<file path="src/asram_ctl_defs.vh">
// Constants for the asynchronous static memory controller.
// Assumes a 40 MHz system clock; included by asram_ctl.v.
`ifndef ASRAM_CTL_DEFS_VH
`define ASRAM_CTL_DEFS_VH

// ***************************
// Clock and timing
// ***************************
`define ASRAM_CLK_MHZ 40
`define ASRAM_PERIOD_PS 25000
// Power-up wait before first access, in ms
`define ASRAM_POWERUP_MS 1
`define ASRAM_POWERUP_CYC (`ASRAM_POWERUP_MS * `ASRAM_CLK_MHZ * 1000)
// Strobe-low-to-float and data setup times, in ps (slowest grade)
`define ASRAM_FLOAT_PS 6000
`define ASRAM_SETUP_PS 6000
// Write strobe low time in cycles: float plus setup, rounded up
`define ASRAM_WR_CYC ((`ASRAM_FLOAT_PS + `ASRAM_SETUP_PS + `ASRAM_PERIOD_PS - 1) / `ASRAM_PERIOD_PS)
// Access time, in ps, and read wait rounded up
`define ASRAM_ACCESS_PS 12000
`define ASRAM_RD_CYC ((`ASRAM_ACCESS_PS + `ASRAM_PERIOD_PS - 1) / `ASRAM_PERIOD_PS)

// ***************************
// Geometry
// ***************************
`define ASRAM_ADDR_W 21
`define ASRAM_DATA_W 8
// Wait counter width; covers the default power-up count
`define ASRAM_CNT_W 17

`endif

</file>
<file path="src/asram_ctl.v">
// Host-side controller for a 2M x 8 asynchronous static memory.
// Assumes single clock, synchronous pin inputs, and a memory wired directly to the pins.
//
// What this block does
// - Write: low select low, high select high, strobe low; output enable held high.
// - Read: both selects active, output enable low, strobe high; device drives data.
// - Write window is overlap of both selects and strobe low.
// - Controller times write data against the edge that ends the write.
// - Controller waits at least 1 ms after power-up before first access.
// - Strobe write lasts float time plus setup, rounded up, with output enable held high.
// - Address valid no later than selects become active on reads.
`include "asram_ctl_defs.vh"
`timescale 1ns/1ps
`default_nettype none

module asram_ctl #(
   parameter ADDR_W = `ASRAM_ADDR_W,
   parameter DATA_W = `ASRAM_DATA_W,
   parameter POWERUP_CYC = `ASRAM_POWERUP_CYC,
   parameter WR_CYC = `ASRAM_WR_CYC,
   parameter RD_CYC = `ASRAM_RD_CYC
) (
   // Clock, reset, enable
   input wire sys_clk,
   input wire nrst,
   input wire clk_en,
   // User request
   input wire req_valid,
   input wire req_write,
   input wire [ADDR_W-1:0] req_addr,
   input wire [DATA_W-1:0] req_wdata,
   output reg req_ready,
   output reg rd_valid,
   output reg [DATA_W-1:0] rd_data,
   output reg powered,
   // Memory pins
   output reg [ADDR_W-1:0] word_address,
   output reg select_low_active_n,
   output reg select_high_active,
   output reg out_enable_n,
   output reg write_strobe_n,
   input wire [DATA_W-1:0] data_port_in,
   output reg [DATA_W-1:0] data_port_out,
   output reg data_port_oe
);

   // ***************************
   // States
   // ***************************
   localparam ST_PWR = 3'h0;
   localparam ST_IDLE = 3'h1;
   localparam ST_SETUP = 3'h2;
   localparam ST_WR = 3'h3;
   localparam ST_WEND = 3'h4;
   localparam ST_RD = 3'h5;
   localparam ST_REND = 3'h6;

   // ***************************
   // Counter end points
   // ***************************
   // A power-up count beyond the counter width needs a wider counter
   localparam CNT_W = `ASRAM_CNT_W;
   localparam [31:0] PWR_LAST_FULL = POWERUP_CYC - 1;
   localparam [31:0] WR_LAST_FULL = WR_CYC - 1;
   localparam [31:0] RD_LAST_FULL = RD_CYC - 1;
   localparam [CNT_W-1:0] PWR_LAST = PWR_LAST_FULL[CNT_W-1:0];
   localparam [CNT_W-1:0] WR_LAST = WR_LAST_FULL[CNT_W-1:0];
   localparam [CNT_W-1:0] RD_LAST = RD_LAST_FULL[CNT_W-1:0];

   // ***************************
   // Helpers
   // ***************************
   // Count end test shared by the power-up, strobe and read waits
   function cnt_at;
      input [CNT_W-1:0] value;
      input [CNT_W-1:0] last;
      begin
         cnt_at = (value == last);
      end
   endfunction

   reg [2:0] state;
   reg [2:0] next_state;
   reg [CNT_W-1:0] cnt;
   reg is_write;
   wire pwr_done;
   wire wr_done;
   wire rd_done;

   assign pwr_done = cnt_at(cnt, PWR_LAST);
   assign wr_done = cnt_at(cnt, WR_LAST);
   assign rd_done = cnt_at(cnt, RD_LAST);

   // ***************************
   // Next state
   // ***************************
   always @* begin
      next_state = state;
      case (state)
         ST_PWR: begin
            if (pwr_done) begin
               next_state = ST_IDLE;
            end
         end
         ST_IDLE: begin
            if (req_valid) begin
               next_state = ST_SETUP;
            end
         end
         ST_SETUP: begin
            if (is_write) begin
               next_state = ST_WR;
            end else begin
               next_state = ST_RD;
            end
         end
         ST_WR: begin
            if (wr_done) begin
               next_state = ST_WEND;
            end
         end
         ST_WEND: begin
            next_state = ST_IDLE;
         end
         ST_RD: begin
            if (rd_done) begin
               next_state = ST_REND;
            end
         end
         ST_REND: begin
            next_state = ST_IDLE;
         end
         default: begin
            next_state = ST_PWR;
         end
      endcase
   end

   // ***************************
   // Sequencer
   // ***************************
   always @(posedge sys_clk or negedge nrst) begin
      if (!nrst) begin
         state <= ST_PWR;
         cnt <= {CNT_W{1'b0}};
         is_write <= 1'b0;
         req_ready <= 1'b0;
         rd_valid <= 1'b0;
         rd_data <= {DATA_W{1'b0}};
         powered <= 1'b0;
         word_address <= {ADDR_W{1'b0}};
         select_low_active_n <= 1'b1;
         select_high_active <= 1'b0;
         out_enable_n <= 1'b1;
         write_strobe_n <= 1'b1;
         data_port_out <= {DATA_W{1'b0}};
         data_port_oe <= 1'b0;
      end else if (clk_en) begin
         state <= next_state;
         rd_valid <= 1'b0;
         case (state)
            ST_PWR: begin
               if (pwr_done) begin
                  cnt <= {CNT_W{1'b0}};
                  powered <= 1'b1;
                  req_ready <= 1'b1;
               end else begin
                  cnt <= cnt + 1'b1;
               end
            end
            ST_IDLE: begin
               if (req_valid) begin
                  req_ready <= 1'b0;
                  is_write <= req_write;
                  word_address <= req_addr;
                  data_port_out <= req_wdata;
                  // Hold output enable high on writes so the port never contends
                  // enable high on writes
                  out_enable_n <= req_write;
                  data_port_oe <= req_write;
               end
            end
            ST_SETUP: begin
               select_low_active_n <= 1'b0;
               select_high_active <= 1'b1;
               cnt <= {CNT_W{1'b0}};
               if (is_write) begin
                  write_strobe_n <= 1'b0;
               end
            end
            ST_WR: begin
               if (wr_done) begin
                  write_strobe_n <= 1'b1;
               end else begin
                  cnt <= cnt + 1'b1;
               end
            end
            ST_WEND: begin
               // Data held one cycle past strobe rise for hold margin
               // deselect after strobe rise
               select_low_active_n <= 1'b1;
               select_high_active <= 1'b0;
               data_port_oe <= 1'b0;
               out_enable_n <= 1'b1;
               req_ready <= 1'b1;
            end
            ST_RD: begin
               if (rd_done) begin
                  rd_data <= data_port_in;
                  rd_valid <= 1'b1;
                  out_enable_n <= 1'b1;
               end else begin
                  cnt <= cnt + 1'b1;
               end
            end
            ST_REND: begin
               // Deselect a cycle after output enable to let the port float
               select_low_active_n <= 1'b1;
               select_high_active <= 1'b0;
               req_ready <= 1'b1;
            end
            default: begin
               cnt <= {CNT_W{1'b0}};
            end
         endcase
      end
   end

endmodule

`default_nettype wire

</file>
<file path="config.mk">
export PLATFORM = sky130hd
export DESIGN_NAME = asram_ctl
export DESIGN_NICKNAME = d
export VERILOG_FILES = /design/src/asram_ctl.v
export VERILOG_INCLUDE_DIRS = /design/src
export SDC_FILE = /design/constraint.sdc
export NUM_CORES = 1
export LEC_CHECK = 0
export BUFFER_PORTS_ARGS = -buffer_cell sky130_fd_sc_hd__buf_2
export CAP_MARGIN = 30
export CORE_MARGIN = 2
export CORE_UTILIZATION = 45
export DETAILED_ROUTE_END_ITERATION = 12
export PLACE_DENSITY_LB_ADDON = 0.25
export SLEW_MARGIN = 5
export SYNTH_ARGS = -nofsm -noshare
export SYNTH_HDL_FRONTEND = slang
export SYNTH_SLANG_ARGS = --single-unit
</file>
<file path="constraint.sdc">
create_clock -name sys_clk -period 1.6 [get_ports sys_clk]
set_input_delay 0.4 -clock sys_clk [delete_from_list [all_inputs] [get_ports sys_clk]]
set_output_delay 0.4 -clock sys_clk [all_outputs]
set_load 0.005 [all_outputs]
</file>
# After elaboration in Yosys (flattened, before gate mapping)
# Cells that the tools add are included.
[totals]
latch_bits = 0
inputBits = 42
out_inout_bits = 45
romBits = 0
reg_bits = 66
mem_count = 0
mem_bits_rw = 0
[op_classes]
mul = 0
order_cmp = 0
n_div = 0
addsub = 1
shifts = 0
mux = 22
n_bitwise = 1
n_reduce_logical = 20
eq_ne = 13
[op_table]
columns = ["operator", "n"]
rows = [
  ["$pmux W17 S3", 1],
  ["$mux W17", 2],
  ["$pmux W3 S6", 1],
  ["$add A17 B1 Y17 const B", 1],
  ["$eq A17 B16 Y1 const B", 1],
  ["$logic_not A17 Y1", 1],
  ["$mux W3", 5],
  ["$reduce_and A3 Y1", 5],
  ["$ne A2 B2 Y1 const B", 6],
  ["$reduce_and A4 Y1", 3],
  ["$eq A3 B3 Y1 const B", 3],
  ["$pmux W1 S2", 4],
  ["$mux W1", 7],
  ["$eq A3 B2 Y1 const B", 2],
  ["$pmux W1 S3", 2],
  ["$reduce_bool A2 Y1", 3],
  ["$reduce_bool A3 Y1", 2],
  ["$reduce_and A5 Y1", 1],
  ["$reduce_or A2 Y1", 2],
  ["$eq A3 B1 Y1 const B", 1],
  ["$logic_not A3 Y1", 1],
  ["$reduce_or A3 Y1", 1],
  ["$reduce_and A2 Y1", 1],
  ["$not A1 Y1", 1],
]

# Longest topological paths before layout
[depth]
word_depth = 4
ltp_mapped = 8

# Worst setup path after synthesis
# OpenSTA, ideal clock, no wires.
[synth_timing]
path_kind = "reg-to-reg"
start = "reg cnt[8]"
end = "reg cnt[16]"
synth_period_minus_slack_ps = 1760
stages_incl_launch_ff = 8
arrival_time_ps = 1641
required_time_ps = 1481
slack_ps = -160
n_path_buf = 1
cell_sequence = "dfrtp_1 nor4_2 nand2_2 nor4_4 o21ai_2 a21oi_4 buf_6 nor2_1"
[synth_between]
elab_chain_cells = 3
word_cells_on_any_way = 8
[synth_rtl]
columns = ["item", "line", "text"]
rows = [
  ["start: declaration", "asram_ctl.v:84", "reg [CNT_W-1:0] cnt;"],
  ["start signal: assignment", "asram_ctl.v:145", "cnt <= {CNT_W{1'b0}};"],
  ["start signal: assignment", "asram_ctl.v:164", "cnt <= {CNT_W{1'b0}};"],
  ["start signal: assignment", "asram_ctl.v:168", "cnt <= cnt + 1'b1;"],
  ["$add A17 B1 Y17, or another cell as far along", "asram_ctl.v:168, asram_ctl.v:195, asram_ctl.v:213", ""],
  ["$mux W17, or another cell as far along", "asram_ctl.v:192, asram_ctl.v:208", ""],
  ["$pmux W17 S3 / $reduce_and A3 Y1 (equally long branches)", "-", ""],
]
# Parallel ways exist; a longest one is shown, timed or not. The select of a mux whose other input is x is not followed.
# A chain may end at the register's enable or synchronous reset.

# Final worst setup path
[layout_timing]
start = "reg cnt[11]"
end = "reg state[0]"
[layout_between]
elab_chain_cells = 3
word_cells_on_any_way = 6
[layout_rtl]
columns = ["item", "line", "text"]
rows = [
  ["$eq A17 B16 Y1 / $logic_not A17 Y1 (equally long branches)", "asram_ctl.v:78", "cnt_at = (value == last);"],
  ["$ne A2 B2 Y1 (no source line)", "-", ""],
  ["$reduce_and A5 Y1 (no source line) (*)", "-", ""],
  ["end signal: assignment", "asram_ctl.v:159", "state <= next_state;"],
  ["end: declaration", "asram_ctl.v:82", "reg [2:0] state;"],
]
# Every way passes the cells marked *; elsewhere a longest branch is shown, timed or not.

==> impl_metrics.toml <==
[yosys]
avgSynthCellArea_um2 = 9.25
synth-edff-count = 0
synth.distinct_cells = 45
ys.flop_type = "dfrtp_1"
yosysSeqAreaShare = 0.551
syn_area_um2 = 3010
ys_warn_count = 0
syn-instance-count = 325
syn_nets = 369
synthArstFlopShare = 1.00
ys_seq_elements = 66

[layout]
num_antenna_cells = 0
syn_to_final_growth_pct = 54.2
multi_input_area_um2 = 1510
utilization = 0.721
layoutNonFillerInstCount = 566
nets = 528
seq_area_um2 = 1660
drive_above_1_share = 0.476
final_area_um2 = 4630
fillCellCount = 463

[cts]
clk_pin_slew_ns = 0.08
cts_buffers = 9
root_buffer = "clkbuf_8"
cts_tree = "yes"
clock_path_buffers = 2
htreeDepth = 3
clock_sinks = 66
clock_latency_ns = 0.35

[global_route]
use_met2 = 0.348
met1_usage = 0.298
use_met3 = 0.0520
grt_usage = 0.224
grt_pass1_vias = 2716
antenna_found_initial = 0
grt_pass1_wl_um = 12900
grt_busiest_layer = "met2"
grt_max_degree = 33
grt-ovfl-total = 0

[timing]
setup_ws_ns = -0.288
clock_skew_ns = 0.0104
relSlewSlack = 0.686
hold_violations = 0
layout_min_cycle_time_ns = 1.89
timing.final.crit_share = 1.18
slew_viol_final = 0
worst_pin_slew_ns = 0.470
max_freq_ghz = 0.530
rsz0062_at_grt = "true"
setup_viol = 33

[worst_setup_path]
crit_path_start_kind = "flop"
crit_type = "reg -> reg"
cp.required_ns = 1.81
worst_setup_path_end_kind = "flop"
critPathMaxFanout = 3
critical_path_arrival_ns = 2.10

[run]
max_cap_viol_count = 0

[place]
pre_cts_slack_ns = -0.224
dpl.cell_count = 527
post_dp_cell_area_um2 = 3940
io_buffers = 86
hpwl_um = 4970
place_congestion = 0.826

[detailed_routing]
vias = 2830
drtIter0Drc = 170
dr.pass1.iters = 6
drtAntennaViolNets = 0
drc_errors = 0
wirelength_um = 8360
viasPerCell = 5.00
wl_per_cell_um = 14.8

[hold_path]
hp-class = "in -> reg"

[floorplan]
die_h_um = 85.7
die-area_um2 = 7350
start_util = 0.468
coreArea_um2 = 6420
ios = 87
rows = 29
die_x_um = 85.7

[power_and_ir_drop]
power.density_nw_per_um2 = 1660
irDropWorstVdd_mv = 1.07
leakage_nw = 2.37

[run_status]
violations = "negative setup slack"
status = "complete, but fails checks"
layout by cell type, fill, tap and decap left out, types with 5 or more instances in the layout:
master | netlist | final
mux2_2 | 8 | 8
nor2_1 | 26 | 17
buf_2 | 1 | 86
clkbuf_8 | 0 | 11
dfrtp_1 | 63 | 63
buf_6 | 1 | 15
nor3_2 | 0 | 5
nor3_1 | 12 | 6
inv_1 | 8 | 7
nand2b_1 | 6 | 6
nand2_1 | 103 | 99
nand3_1 | 15 | 15
xnor2_1 | 11 | 11
nor2_2 | 1 | 6
buf_4 | 0 | 53
o21ai_0 | 12 | 6
worst max-delay path, stage by stage, from the launching register on:
cell,delay [ns]
dfrtp_1,0.39
nor4_2,0.29
nand4b_1,0.19
buf_4,0.20
nor2_4,0.17
buf_6,0.15
buf_6,0.11
a21oi_2,0.03
o22ai_1,0.13
a21oi_1,0.08
kinds of logic after synthesis:
logic type / count (synthesis) / synth area share
AND/OR/NAND/NOR: 180 / 0.267
flip-flops: 66 / 0.551
AO/OA/AOI/OAI: 33 / 0.0725
buffers and inverters: 22 / 0.0304
XOR/XNOR: 14 / 0.0408
multiplexers: 8 / 0.0300
adder cells (fa/ha/maj): 2 / 0.00833
per-stage QoR:
stage,power (mW),TNS (ns),hold WS [ns]
after global placement,5.29,-3.50,0.354
after floorplan,3.99,-1.63,0.104
after detailed placement,5.38,-4.76,0.359
after CTS,7.38,-4.21,0.228
final,7.70,-5.14,0.236
after global routing,8.20,-8.74,0.228
metal layers:
| metal | up-vias | routed length [µm] |
|---|---|---|
| li1 | 1385 | - |
| met1 | 1332 | 3650 |
| met2 | 94 | 4110 |
| met3 | 19 | 428 |
| met4 | 0 | 170 |
| met5 | - | 0 |
registers in the layout (all words and copies together), names as in the netlist:
register,cells
cnt,17
data_port_oe,1
data_port_out,8
is_write,1
out_enable_n,1
powered,1
rd_data,8
rd_valid,1
req_ready,1
select_high_active,1
select_low_active_n,1
state,3
word_address,21
write_strobe_n,1
path summary, 6_finish.rpt:
| check | start | endpoint | slack (ns) | cells past startpoint |
|---|---|---|---|---|
| worst min register to register | word_address[6] | word_address[6] | 0.47 | 2 |
| max in group asynchronous | nrst | out_enable_n | 0.52 | 3 |
| min in group asynchronous | nrst | cnt[4] | 0.51 | 2 |
| worst max-delay path | cnt[11] | state[0] | -0.29 | 9 |
| worst min-delay path | req_addr[13] | word_address[13] | 0.24 | 3 |
| worst max register to register | cnt[11] | state[0] | -0.29 | 9 |
synthesized netlist by cell type (2+ instances only):
master / instances / area (µm²)
a21oi_1: 6 / 30.0
and3_1: 5 / 31.3
buf_1: 2 / 7.51
clkbuf_1: 10 / 37.5
dfrtp_1: 63 / 1580
dfstp_2: 3 / 78.8
ha_1: 2 / 25.0
inv_1: 8 / 30.0
mux2_2: 8 / 90.1
nand2_1: 103 / 387
nand2b_1: 6 / 37.5
nand3_1: 15 / 75.1
nor2_1: 26 / 97.6
nor3_1: 12 / 60.1
nor4_1: 2 / 12.5
o21a_1: 2 / 15.0
o21ai_0: 12 / 60.1
xnor2_1: 11 / 96.3
xor2_1: 3 / 26.3
final cells by class:
type                            instances  share of cell area
Sequential cell                        66               0.357
Inverter                                8             0.00648
Tap cell                               77              0.0208
Clock buffer                           11              0.0327
Multi-Input combinational cell        238               0.325
Clock inverter                          5              0.0135
Timing Repair Buffer                  161               0.244
what timing repair did:
action,in CTS,in global routing
hold endpoints to repair,13,0
gates cloned,2,3
setup buffers,11,8
hold buffers,1,0
endpoints found under the setup margin,31,64
resized for setup,35,35
pin swaps,22,26
report_power, final:
part	switching, mW	internal [mW]	total (mW)
clock network	0.674	0.809	1.48
registers	0.343	2.27	2.61
logic	1.83	1.78	3.61
No activity file was read; power rests on OpenSTA's default activity.
